--- config.mk ---
export PLATFORM = sky130hd
export DESIGN_NAME = njd_node_diag_flat
export DESIGN_NICKNAME = d
export VERILOG_FILES = /design/src/pkg/njd_pkg.sv /design/src/pkg/njd_hbus_if.sv /design/src/core/njd_node_diag.sv /design/src/core/njd_sync2.sv /design/src/flat_wrapper.sv
export VERILOG_INCLUDE_DIRS = /design/src /design/src/pkg
export SDC_FILE = /design/constraint.sdc
export NUM_CORES = 1
export LEC_CHECK = 0
export BUFFER_PORTS_ARGS = -buffer_cell sky130_fd_sc_hd__buf_4
export CORE_MARGIN = 2
export CORE_UTILIZATION = 35
export CTS_CLUSTER_DIAMETER = 150
export DETAILED_ROUTE_END_ITERATION = 6
export PLACE_DENSITY = 0.52
export SYNTH_ARGS = -nofsm -noshare
export SYNTH_HDL_FRONTEND = slang
export SYNTH_SLANG_ARGS = --single-unit
--- constraint.sdc ---
create_clock -name i_ref_clk -period 2.4 [get_ports i_ref_clk]
set_clock_uncertainty 0.1 [all_clocks]
set_input_delay 0.48 -clock i_ref_clk [delete_from_list [all_inputs] [get_ports i_ref_clk]]
set_output_delay 0.48 -clock i_ref_clk [all_outputs]
set_load 0.02 [all_outputs]
--- src/pkg/njd_params.svh ---
/*
 Constants of the node join and diagnostics pair: register map of the
 device host port, field positions, command codes, timing figures and
 the controller's own APB map. Assumes inclusion by bare name.
*/
`ifndef NJD_PARAMS_SVH
`define NJD_PARAMS_SVH
`define NJD_CLK_KHZ 25000
`define NJD_TWIN_MS 420
`define NJD_TWIN_LONG_MS 840
`define NJD_POLL_MS 10
`define NJD_WIN_W 25
`define NJD_CNT_W 24
`define NJD_A_DIAG 3'h0
`define NJD_A_CMD 3'h1
`define NJD_A_CFG 3'h2
`define NJD_A_STA 3'h3
`define NJD_A_PROBE 3'h4
`define NJD_A_OPTS 3'h5
`define NJD_A_NEXT 3'h6
`define NJD_A_MISC 3'h7
`define NJD_D_TWIN 0
`define NJD_D_SELF 1
`define NJD_D_ACT 2
`define NJD_D_TOK 3
`define NJD_D_PROBE 4
`define NJD_D_REFUSE 5
`define NJD_D_NEXT 6
`define NJD_D_TXFREE 7
`define NJD_M_BUS 0
`define NJD_M_IDBUSY 1
`define NJD_CFG_JOIN 5
`define NJD_CFG_SRST 7
`define NJD_OPT_SHORT 0
`define NJD_OPT_TSA 1
`define NJD_OPT_TSB 2
`define NJD_CMD_CLR 0
`define NJD_CMD_DIS 1
`define NJD_RAM_MARK 8'hd1
`define NJD_RAM_A0 11'h000
`define NJD_RAM_A1 11'h001
`define NJD_SHORT_MASK 7'h03
`define NJD_P_CTRL 12'h000
`define NJD_P_STAT 12'h004
`define NJD_C_START 0
`define NJD_C_OPT 15:8
`define NJD_C_STA 23:16
`define NJD_S_BUSY 0
`define NJD_S_JOIN 1
`define NJD_S_FAULT 2
`define NJD_S_STA 15:8
`define NJD_S_DIAG 23:16
`endif

--- src/pkg/njd_pkg.sv ---
/*
 Types of the node join and diagnostics pair.
 Assumes nothing of its surroundings.
*/
`default_nettype none
package njd_pkg;
	typedef enum logic [2:0] {
		NJD_RIDLE = 3'h1,
		NJD_RWR0 = 3'h2,
		NJD_RWR1 = 3'h4
	} njd_ram_type;
	typedef enum logic [9:0] {
		NJD_HIDLE = 10'h001,
		NJD_HDMYW = 10'h002,
		NJD_HDMYR = 10'h004,
		NJD_HOPTW = 10'h008,
		NJD_HNIDW = 10'h010,
		NJD_HWAIT = 10'h020,
		NJD_HDRD = 10'h040,
		NJD_HDCAP = 10'h080,
		NJD_HJOINW = 10'h100,
		NJD_HDISW = 10'h200
	} njd_host_type;
endpackage
`default_nettype wire

--- src/pkg/njd_hbus_if.sv ---
/*
 Host port between controller and device: one strobe cycle per access,
 read data valid in the cycle after the read strobe.
 Assumes both ends run on the same clock.
*/
`default_nettype none
interface njd_hbus_if;
	logic cs;
	logic we;
	logic rd;
	logic [2:0] addr;
	logic [7:0] wdata;
	logic [7:0] rdata;
	modport dev(input cs, input we, input rd, input addr, input wdata,
		output rdata);
	modport host(output cs, output we, output rd, output addr,
		output wdata, input rdata);
endinterface
`default_nettype wire

--- src/core/njd_node_diag.sv ---
/*
 Device end: start-up gating, duplicate station detection, probing and
 sticky diagnostic flags of a token-passing node, reached over the host
 port. Assumes token, answer, NAK and timer events arrive as one-cycle
 pulses from logic on the same clock; the receive line is asynchronous.
*/
// Overview of operation
// - Zero station number keeps core idle; line activity and transmitter free flags still set
// - Non-zero number wakes core; join needs enable
// - Config bit 5 enables transmit and joining
// - Twin flag within 420mS, or 840mS
// - Compare station with token destination, watch answers
// - Diagnostic read clears twin address flag
// - Own timer expiry reconfigures, sets self flag
// - Diagnostic read clears self reconfiguration flag
// - Joining causes reconfiguration and sets self flag
// - Watch answers to tokens for probe station
// - Probe answered by other node sets flag
// - Receive line high sets line activity flag
// - Foreign token seen sets token observed flag
// - Threshold NAKs set refusal flag and interrupt
// - Short select bit picks 4, else 128
// - Refusal counter wraps; clear, then sets again
// - After disable, next token sets transmitter free
// - Next node change sets its own flag
// - Odd address write and read fix bus
// - Host writes options before station number
// - Host keeps transmit off until number unique
// - Host disables transmitter on repeated self reconfigs
// - Station write stores D1H and number to RAM
`include "njd_params.svh"
`default_nettype none
module njd_node_diag #(
	parameter int TWIN_CYC = `NJD_TWIN_MS * `NJD_CLK_KHZ,
	parameter int TWIN_LONG_CYC = `NJD_TWIN_LONG_MS * `NJD_CLK_KHZ
) (
	input wire logic i_ref_clk,
	input wire logic i_resetn,
	input wire logic i_ce,
	njd_hbus_if.dev bus,
	input wire logic i_rx_line,
	input wire logic i_tok_seen,
	input wire logic [7:0] i_tok_did,
	input wire logic i_tok_own,
	input wire logic i_tok_answered,
	input wire logic i_tok_to_me,
	input wire logic i_trt_expired,
	input wire logic i_nak,
	input wire logic i_tx_start,
	input wire logic [7:0] i_next_id,
	output logic o_core_run,
	output logic o_pass_tokens,
	output logic o_network_reconfig_event_req,
	output logic o_refusal_irq,
	output logic o_tx_free,
	output logic o_ram_we,
	output logic [10:0] o_ram_addr,
	output logic [7:0] o_ram_data
);
	function automatic logic sticky(input logic set, input logic clr,
		input logic q);
		return set | (q & ~clr);
	endfunction

	function automatic logic wraps(input logic [6:0] c, input logic short);
		logic [6:0] n;
		n = c + 7'h01;
		return short ? ((n & `NJD_SHORT_MASK) == 7'h00) : (n == 7'h00);
	endfunction

	logic [7:0] station_r, probe_r, opts_r, cfg_r, next_id_r, did_r, rdata_r;
	logic twin_r, selfrc_r, act_r, tok_r, pmatch_r, refl_r, nxtchg_r;
	logic txfree_r, abort_r, pend_r, joined_r, oddw_r, bus_known_r;
	logic [6:0] nak_cnt_r;
	logic [`NJD_WIN_W-1:0] win_r;
	logic run_r, pass_r, network_reconfig_event_r, ram_we_r;
	logic [10:0] ram_addr_r;
	logic [7:0] ram_data_r;
	njd_pkg::njd_ram_type ram_st_r, ram_st_nxt;
	logic rx_s;
	logic [7:0] diag_val, misc_val, rd_val;

	njd_sync2 u_rx_sync (
		.i_ref_clk(i_ref_clk),
		.i_resetn(i_resetn),
		.i_ce(i_ce),
		.i_async(i_rx_line),
		.o_sync(rx_s)
	);

	//****************************************************
	// Host port decode
	//****************************************************
	wire logic wr = bus.cs & bus.we;
	wire logic rd = bus.cs & bus.rd;
	wire logic wr_cmd = wr & (bus.addr == `NJD_A_CMD);
	wire logic wr_cfg = wr & (bus.addr == `NJD_A_CFG);
	wire logic wr_sta = wr & (bus.addr == `NJD_A_STA);
	wire logic wr_probe = wr & (bus.addr == `NJD_A_PROBE);
	wire logic wr_opts = wr & (bus.addr == `NJD_A_OPTS);
	wire logic rd_diag = rd & (bus.addr == `NJD_A_DIAG);
	wire logic clr_cmd = wr_cmd & bus.wdata[`NJD_CMD_CLR];
	wire logic dis_cmd = wr_cmd & bus.wdata[`NJD_CMD_DIS];
	wire logic odd_wr = wr & bus.addr[0];
	wire logic odd_rd = rd & bus.addr[0];

	//****************************************************
	// Core state and events
	//****************************************************
	wire logic srst = cfg_r[`NJD_CFG_SRST];
	wire logic run = (station_r != 8'h00) & ~srst;
	wire logic joined = run & cfg_r[`NJD_CFG_JOIN];
	wire logic tok_ext = run & i_tok_seen & ~i_tok_own;
	wire logic ans = run & i_tok_answered & pend_r;
	wire logic twin_set = ans & ~joined & (did_r == station_r);
	wire logic pm_set = ans & (did_r == probe_r) & (probe_r != 8'h00)
		& (probe_r != station_r);
	wire logic network_reconfig_event_go = joined & (~joined_r | i_trt_expired);
	wire logic nak_lim = run & i_nak
		& wraps(nak_cnt_r, opts_r[`NJD_OPT_SHORT]);
	wire logic rd_clr = rd_diag | srst;
	wire logic nxt_set = run & (i_next_id != next_id_r);
	wire logic win_fast = opts_r[`NJD_OPT_TSA] & opts_r[`NJD_OPT_TSB];
	wire logic [`NJD_WIN_W-1:0] win_load = win_fast
		? `NJD_WIN_W'(TWIN_CYC) : `NJD_WIN_W'(TWIN_LONG_CYC);

	//****************************************************
	// Read data
	//****************************************************
	assign diag_val[`NJD_D_TWIN] = twin_r;
	assign diag_val[`NJD_D_SELF] = selfrc_r;
	assign diag_val[`NJD_D_ACT] = act_r;
	assign diag_val[`NJD_D_TOK] = tok_r;
	assign diag_val[`NJD_D_PROBE] = pmatch_r;
	assign diag_val[`NJD_D_REFUSE] = refl_r;
	assign diag_val[`NJD_D_NEXT] = nxtchg_r;
	assign diag_val[`NJD_D_TXFREE] = txfree_r;
	assign misc_val = {6'h00, win_r != `NJD_WIN_W'(0), bus_known_r};
	assign rd_val = (bus.addr == `NJD_A_DIAG) ? diag_val
		: (bus.addr == `NJD_A_CFG) ? cfg_r
		: (bus.addr == `NJD_A_STA) ? station_r
		: (bus.addr == `NJD_A_PROBE) ? probe_r
		: (bus.addr == `NJD_A_OPTS) ? opts_r
		: (bus.addr == `NJD_A_NEXT) ? next_id_r
		: (bus.addr == `NJD_A_MISC) ? misc_val : 8'h00;

	//****************************************************
	// Registers written by the host
	//****************************************************
	always_ff @(posedge i_ref_clk) begin
		if (!i_resetn) begin
			station_r <= 8'h00;
			probe_r <= 8'h00;
			opts_r <= 8'h00;
			cfg_r <= 8'h00;
			rdata_r <= 8'h00;
		end else if (i_ce) begin
			if (wr_sta) station_r <= bus.wdata;
			if (wr_probe) probe_r <= bus.wdata;
			if (wr_opts) opts_r <= bus.wdata;
			if (wr_cfg) cfg_r <= bus.wdata;
			if (rd) rdata_r <= rd_val;
		end
	end
	assign bus.rdata = rdata_r;

	//****************************************************
	// Sticky diagnostic flags, set wins over clear
	//****************************************************
	always_ff @(posedge i_ref_clk) begin
		if (!i_resetn) begin
			twin_r <= 1'b0;
			selfrc_r <= 1'b0;
			act_r <= 1'b0;
			tok_r <= 1'b0;
			pmatch_r <= 1'b0;
			nxtchg_r <= 1'b0;
			refl_r <= 1'b0;
		end else if (i_ce) begin
			twin_r <= sticky(twin_set, rd_clr, twin_r);
			selfrc_r <= sticky(network_reconfig_event_go, rd_clr, selfrc_r);
			act_r <= sticky(rx_s, rd_clr, act_r);
			tok_r <= sticky(tok_ext, rd_clr, tok_r);
			pmatch_r <= sticky(pm_set, rd_clr, pmatch_r);
			nxtchg_r <= sticky(nxt_set, rd_clr, nxtchg_r);
			refl_r <= sticky(nak_lim, clr_cmd | srst, refl_r);
		end
	end

	//****************************************************
	// Token tracking, refusal count and transmitter state
	//****************************************************
	always_ff @(posedge i_ref_clk) begin
		if (!i_resetn) begin
			did_r <= 8'h00;
			pend_r <= 1'b0;
			nak_cnt_r <= 7'h00;
			next_id_r <= 8'h00;
			joined_r <= 1'b0;
			abort_r <= 1'b0;
			txfree_r <= 1'b0;
		end else if (i_ce) begin
			if (tok_ext) did_r <= i_tok_did;
			pend_r <= tok_ext | (pend_r & ~i_tok_answered & run);
			if (run & i_nak) nak_cnt_r <= nak_cnt_r + 7'h01;
			next_id_r <= i_next_id;
			joined_r <= joined;
			abort_r <= dis_cmd | (abort_r & ~i_tok_to_me);
			if (abort_r & i_tok_to_me) txfree_r <= 1'b1;
			else if (i_tx_start) txfree_r <= 1'b0;
		end
	end

	//****************************************************
	// Twin check window and bus determination
	//****************************************************
	always_ff @(posedge i_ref_clk) begin
		if (!i_resetn) begin
			win_r <= `NJD_WIN_W'(0);
			oddw_r <= 1'b0;
			bus_known_r <= 1'b0;
		end else if (i_ce) begin
			if (wr_sta & (bus.wdata != 8'h00)) win_r <= win_load;
			else if (win_r != `NJD_WIN_W'(0)) win_r <= win_r - 1'b1;
			if (odd_wr) oddw_r <= 1'b1;
			if (odd_rd & oddw_r) bus_known_r <= 1'b1;
		end
	end

	//****************************************************
	// Buffer RAM marker after a station number write
	//****************************************************
	always_comb begin
		case (ram_st_r)
			njd_pkg::NJD_RIDLE: ram_st_nxt = wr_sta ? njd_pkg::NJD_RWR0
				: njd_pkg::NJD_RIDLE;
			njd_pkg::NJD_RWR0: ram_st_nxt = njd_pkg::NJD_RWR1;
			njd_pkg::NJD_RWR1: ram_st_nxt = njd_pkg::NJD_RIDLE;
			default: ram_st_nxt = njd_pkg::NJD_RIDLE;
		endcase
	end

	always_ff @(posedge i_ref_clk) begin
		if (!i_resetn) begin
			ram_st_r <= njd_pkg::NJD_RIDLE;
			ram_we_r <= 1'b0;
			ram_addr_r <= `NJD_RAM_A0;
			ram_data_r <= 8'h00;
		end else if (i_ce) begin
			ram_st_r <= ram_st_nxt;
			ram_we_r <= ram_st_r != njd_pkg::NJD_RIDLE;
			ram_addr_r <= (ram_st_r == njd_pkg::NJD_RWR1)
				? `NJD_RAM_A1 : `NJD_RAM_A0;
			ram_data_r <= (ram_st_r == njd_pkg::NJD_RWR1)
				? station_r : `NJD_RAM_MARK;
		end
	end

	//****************************************************
	// Core outputs
	//****************************************************
	always_ff @(posedge i_ref_clk) begin
		if (!i_resetn) begin
			run_r <= 1'b0;
			pass_r <= 1'b0;
			network_reconfig_event_r <= 1'b0;
		end else if (i_ce) begin
			run_r <= run;
			pass_r <= joined;
			network_reconfig_event_r <= network_reconfig_event_go;
		end
	end

	assign o_core_run = run_r;
	assign o_pass_tokens = pass_r;
	assign o_network_reconfig_event_req = network_reconfig_event_r;
	assign o_refusal_irq = refl_r;
	assign o_tx_free = txfree_r;
	assign o_ram_we = ram_we_r;
	assign o_ram_addr = ram_addr_r;
	assign o_ram_data = ram_data_r;
endmodule
`default_nettype wire

--- src/core/njd_sync2.sv ---
/*
 Two flip-flop synchroniser for one level from outside the clock domain.
 Assumes a single clock and a clock enable shared with its user.
*/
`default_nettype none
module njd_sync2 (
	input wire logic i_ref_clk,
	input wire logic i_resetn,
	input wire logic i_ce,
	input wire logic i_async,
	output logic o_sync
);
	logic meta_r;
	logic sync_r;
	always_ff @(posedge i_ref_clk) begin
		if (!i_resetn) begin
			meta_r <= 1'b0;
			sync_r <= 1'b0;
		end else if (i_ce) begin
			meta_r <= i_async;
			sync_r <= meta_r;
		end
	end
	assign o_sync = sync_r;
endmodule
`default_nettype wire

--- src/flat_wrapper.sv ---
// flat-port wrapper written by rule: the top's interface ports become plain ports
module njd_node_diag_flat 
#(
	parameter int TWIN_CYC = `NJD_TWIN_MS * `NJD_CLK_KHZ,
	parameter int TWIN_LONG_CYC = `NJD_TWIN_LONG_MS * `NJD_CLK_KHZ
)
  (i_ref_clk, i_resetn, i_ce, i_rx_line, i_tok_seen, i_tok_did, i_tok_own, i_tok_answered, i_tok_to_me, i_trt_expired, i_nak, i_tx_start, i_next_id, o_core_run, o_pass_tokens, o_network_reconfig_event_req, o_refusal_irq, o_tx_free, o_ram_we, o_ram_addr, o_ram_data, bus_cs, bus_we, bus_rd, bus_addr, bus_wdata, bus_rdata);
  njd_hbus_if bus_i ();
  input wire logic i_ref_clk;
  input wire logic i_resetn;
  input wire logic i_ce;
  input wire logic i_rx_line;
  input wire logic i_tok_seen;
  input wire logic [7:0] i_tok_did;
  input wire logic i_tok_own;
  input wire logic i_tok_answered;
  input wire logic i_tok_to_me;
  input wire logic i_trt_expired;
  input wire logic i_nak;
  input wire logic i_tx_start;
  input wire logic [7:0] i_next_id;
  output logic o_core_run;
  output logic o_pass_tokens;
  output logic o_network_reconfig_event_req;
  output logic o_refusal_irq;
  output logic o_tx_free;
  output logic o_ram_we;
  output logic [10:0] o_ram_addr;
  output logic [7:0] o_ram_data;
  input wire logic [$bits(bus_i.cs)-1:0] bus_cs;
  input wire logic [$bits(bus_i.we)-1:0] bus_we;
  input wire logic [$bits(bus_i.rd)-1:0] bus_rd;
  input wire logic [$bits(bus_i.addr)-1:0] bus_addr;
  input wire logic [$bits(bus_i.wdata)-1:0] bus_wdata;
  output wire logic [$bits(bus_i.rdata)-1:0] bus_rdata;
  assign bus_i.cs = bus_cs;
  assign bus_i.we = bus_we;
  assign bus_i.rd = bus_rd;
  assign bus_i.addr = bus_addr;
  assign bus_i.wdata = bus_wdata;
  assign bus_rdata = bus_i.rdata;
  njd_node_diag #(.TWIN_CYC(TWIN_CYC), .TWIN_LONG_CYC(TWIN_LONG_CYC)) u_core (.i_ref_clk(i_ref_clk), .i_resetn(i_resetn), .i_ce(i_ce), .bus(bus_i), .i_rx_line(i_rx_line), .i_tok_seen(i_tok_seen), .i_tok_did(i_tok_did), .i_tok_own(i_tok_own), .i_tok_answered(i_tok_answered), .i_tok_to_me(i_tok_to_me), .i_trt_expired(i_trt_expired), .i_nak(i_nak), .i_tx_start(i_tx_start), .i_next_id(i_next_id), .o_core_run(o_core_run), .o_pass_tokens(o_pass_tokens), .o_network_reconfig_event_req(o_network_reconfig_event_req), .o_refusal_irq(o_refusal_irq), .o_tx_free(o_tx_free), .o_ram_we(o_ram_we), .o_ram_addr(o_ram_addr), .o_ram_data(o_ram_data));
endmodule
==> metrics.md <==
| Metric | Value |
|---|---|
| Drt first pass iters | 5 |
| Port Buf Inserts | 63 |
| Post-Place Cell Area | 6885 sq um |
| Syn Std Cell Area | roughly 6000 sq um |
| Internal power | 5.015 mW |
| Core ar. | approximately 17000 sq um |
| WP data arrival | ~2.5 ns |
| Leakage | roughly 3.2 nW |
| GRT Total Usage | 21.00% |
| Ys Warns | 0 |
| Peak Freq | about 440 MHz |
| Critical R2R Launch | u_core.win_r[4] |
| Worst Setup Path Type | flop to flop |
| CP max stage cell | or4_4 |
| Hpwl dp | approximately 14000 um |
| Die W | between 100 and 150 um |
| Cell variety after synth | 67 |
| Hold Path Origin | i_tok_did[7] |
| Reg2Reg Setup Slack | 0.12 ns |
| Sw Ratio | a little over a third |
| Fillers | about 1600 |
| EDFF count, synth | 0 |
| Final hold viol count | 0 |
| Hold WC Path Type | input pin to flop |
| Cell count after synthesis | slightly below 700 |
| CP cell instances | or4_4 > nor4_4 > nand4_1 > or4_1 > nand3_1 |
| CTS root buffer | clkbuf_16 |
| WL per Instance | ~18 um |
| Grt total ovfl | 0 |
| H-tree depth | 4 |
| Minimum clock period | between 2 and 2.5 ns |
| Clk pwr share | around a third |
| CP startpoint | u_core.win_r[4] |
| Clock slew seen by the registers of the worst setup and hold paths | about 0.050 ns |
| Drt via density | roughly 5.5 |
| Worst Max-Slew Pin Slew | 0.8257 ns |
| CTS Buf Count | 17 |
| Critical Path End Type | flop |
| WHS | roughly 0.2 ns |
| First-pass GRT wire length | slightly below 30000 um |
| Row count | 47 |
| Final setup viols | 0 |
| Pin count of the biggest net entering global routing | 94 |
| Nets | 819 |
| Drt drc | 0 |
| CP max FO | 8 |
| Ys async rst share | 0% |
| Tot Pwr | between 7 and 8 mW |
| Sequential Power Share | 31.5% |
| CP bufs+invs | 0 |
| Die extent in y | roughly 130 um |
| Placer Congestion | 0.8942 |
| Status | finished clean |
| Initial antenna violation count | 0 |
| RSZ-0062 raised after global routing | no |
| Area grow syn2layout | 25.46% |
| CP Launch Type | flop |
| Initial core utilization | a little over a third |
| Required time worst endpoint | 2.65 ns |
| Share of cells above drive strength 1 | about a fifth |
| Diode count | 0 |
| Vias | approximately 5500 |
| Routed Antenna Nets | 0 |
| Clock sink count | 118 |
| I/O pin count | 74 |
| Largest stage delay, worst path | between 0.6 and 0.7 ns |
| CTS tree | built |
| Sequential-to-total area share from yosys stat | 39.59% |
| Comb pwr share | 36.2% |
| Fin. max-slew vios | 0 |
| PD cells | ~1000 nW/um^2 |
| Tcrit/Tclk final | a little over nine tenths |
| DIE AREA | between 15000 and 20000 sq um |
| Design area | ~7500 sq um |
| Vias in the first global route | between 5000 and 6000 |
| Worst skew pair latency | between 0.4 and 0.5 ns |
| Worst vdd ir | around 0.60 mV |
| Yosys reg bits | between 100 and 150 |
| CTS Buffer Depth | 2 |
| Most common flop cell mapped by yosys | dfxtp_1 |
| Psw | between 2 and 3 mW |
| Max-Cap Viols | 0 |
| Synthesized area per cell | approximately 8.7 sq um |
| Detailed Route WL | ~19000 um |
| Top Family by Delay on Critical Path | simple AND/OR/NAND/NOR gates |
| Detailed Route Iter0 Violations | between 300 and 400 |
| Final core occ | ~45% |
| Relative slew slack | between 40 and 50% |
[worst paths after layout]
path	to	depth (start not counted)
setup reg to reg	u_core.win_r[24]	5
hold / removal	u_core.did_r[7]	3
hold reg to reg	u_core.bus.rdata[4]	2
setup / recovery	u_core.win_r[24]	5
[cell type report]
cell class / instances / area, sq um / area share [%]
clock buffers: 23 / 478.0 / 6.385
inverters: 10 / 37.54 / 0.5014
flip-flops and latches: 118 / 2364 / 31.57
multi-input cells: 511 / 3348 / 44.73
well taps: 220 / 275.3 / 3.677
repair buffers: 116 / 883.3 / 11.80
clock inverters: 9 / 100.1 / 1.337
[layout by cell type, fill, tap and decap left out, types with 4 or more instances in the layout]
cell type and n:
xor2_1 14, clkinv_2 5, o221a_2 4, inv_1 9, a21oi_1 33, a22oi_1 9, or3_1 8, a31oi_1 6
o21ai_0 27, nand3_1 16, mux2i_1 65, xnor2_1 23, or4_1 5, a211oi_1 5, dfxtp_1 117, and2_1 5
conb_1 10, buf_4 115, nor2_1 86, clkbuf_16 17, nand2_1 55, nand4_1 17, nand4b_1 5, nor3_1 17
o211ai_1 18, and3_1 7, nor4_1 9, o22ai_1 5, ha_1 4
[Yosys cell counts, drive strengths merged (2+ instances only)]
master,instances,area share [%]
a2111oi,2,0.61
a211o,2,0.29
a211oi,6,0.84
a21o,2,0.25
a21oi,33,2.8
a221oi,2,0.29
a22oi,9,1.1
a311oi,2,0.29
a31oi,6,0.63
a32oi,3,0.44
a41oi,2,0.29
and2,5,0.52
and3,7,0.73
buf,20,2.0
clkbuf,38,2.4
dfxtp,118,40
ha,4,0.84
inv,10,0.63
mux2i,65,11
nand2,55,3.5
nand2b,2,0.21
nand3,16,1.3
nand3b,3,0.38
nand4,17,1.8
nand4b,5,0.73
nor2,87,5.5
nor2b,2,0.21
nor3,17,1.4
nor4,14,2.4
nor4b,2,0.29
o2111ai,3,0.44
o211ai,18,2.3
o21ai,27,2.3
o221a,4,0.75
o22ai,5,0.52
o31ai,2,0.25
o32ai,2,0.29
o41ai,2,0.29
or3,9,0.96
or4,8,1.1
xnor2,23,3.4
xor2,14,2.1
[stage by stage]
step           cells  setup TNS (ns)  worst slack, ns
2_1_floorplan    697               0           0.1467
6_report        1007               0           0.1223
4_1_cts         1005               0          0.08797
5_1_grt         1007               0         0.001101
3_5_place_dp     973        -0.08117         -0.05243
3_3_place_gp     973               0         0.004322
[per-layer routing]
metal,GRT usage [%],part of all wire (%)
met1,27.70,46
met2,33.93,48
met3,4.204,4.1
met4,8.129,2.3
met5,0,0
[what timing repair did]
item                       CTS  global route
buffers inserted             0             2
gates resized for setup      0             3
hold buffers                 0             0
setup endpoints to repair    0             8
hold endpoints to repair     0             0
[kinds of logic (layout without fill, tap and decap cells)]
kind of cell | Yosys count | count (layout) | share of synthesized area, %
fa+ha+maj | 4 | 4 | 0.8388
other cells | 1 | 10 | 0.06285
mux | 66 | 66 | 11.09
buf+inv | 68 | 158 | 4.970
flops | 118 | 118 | 39.59
compound gates | 139 | 139 | 16.02
xor+xnor | 37 | 37 | 5.431
simple gates | 255 | 255 | 22.00
[power groups by stage]
stage	combinational, mW	clock [mW]	sequential [mW]
finish	2.80	2.50	2.44
CTS	2.68	2.53	2.43
global placement	2.62	0	2.46
global route	3.03	2.63	2.47
floorplan	1.76	0	2.42
detailed placement	2.67	0	2.47
[worst register-to-register path, delay by kind of cell, from the launching register on]
| kind | cells | cell delay (ns) |
|---|---|---|
| flip-flops | 1 | 0.39 |
| AND/OR/NAND/NOR | 5 | 1.72 |
[registers in the layout (all words and copies together), names as in the netlist, 3 cells and up]
signal / cells
u_core.probe_r: 8
u_core.nak_cnt_r: 7
u_core.bus.rdata: 8
u_core.did_r: 8
u_core.o_ram_data: 8
u_core.opts_r: 8
u_core.station_r: 8
u_core.win_r: 25
u_core.cfg_r: 8
u_core.next_id_r: 8
u_core.ram_st_r: 3
Power figures use the tool's default switching activity.
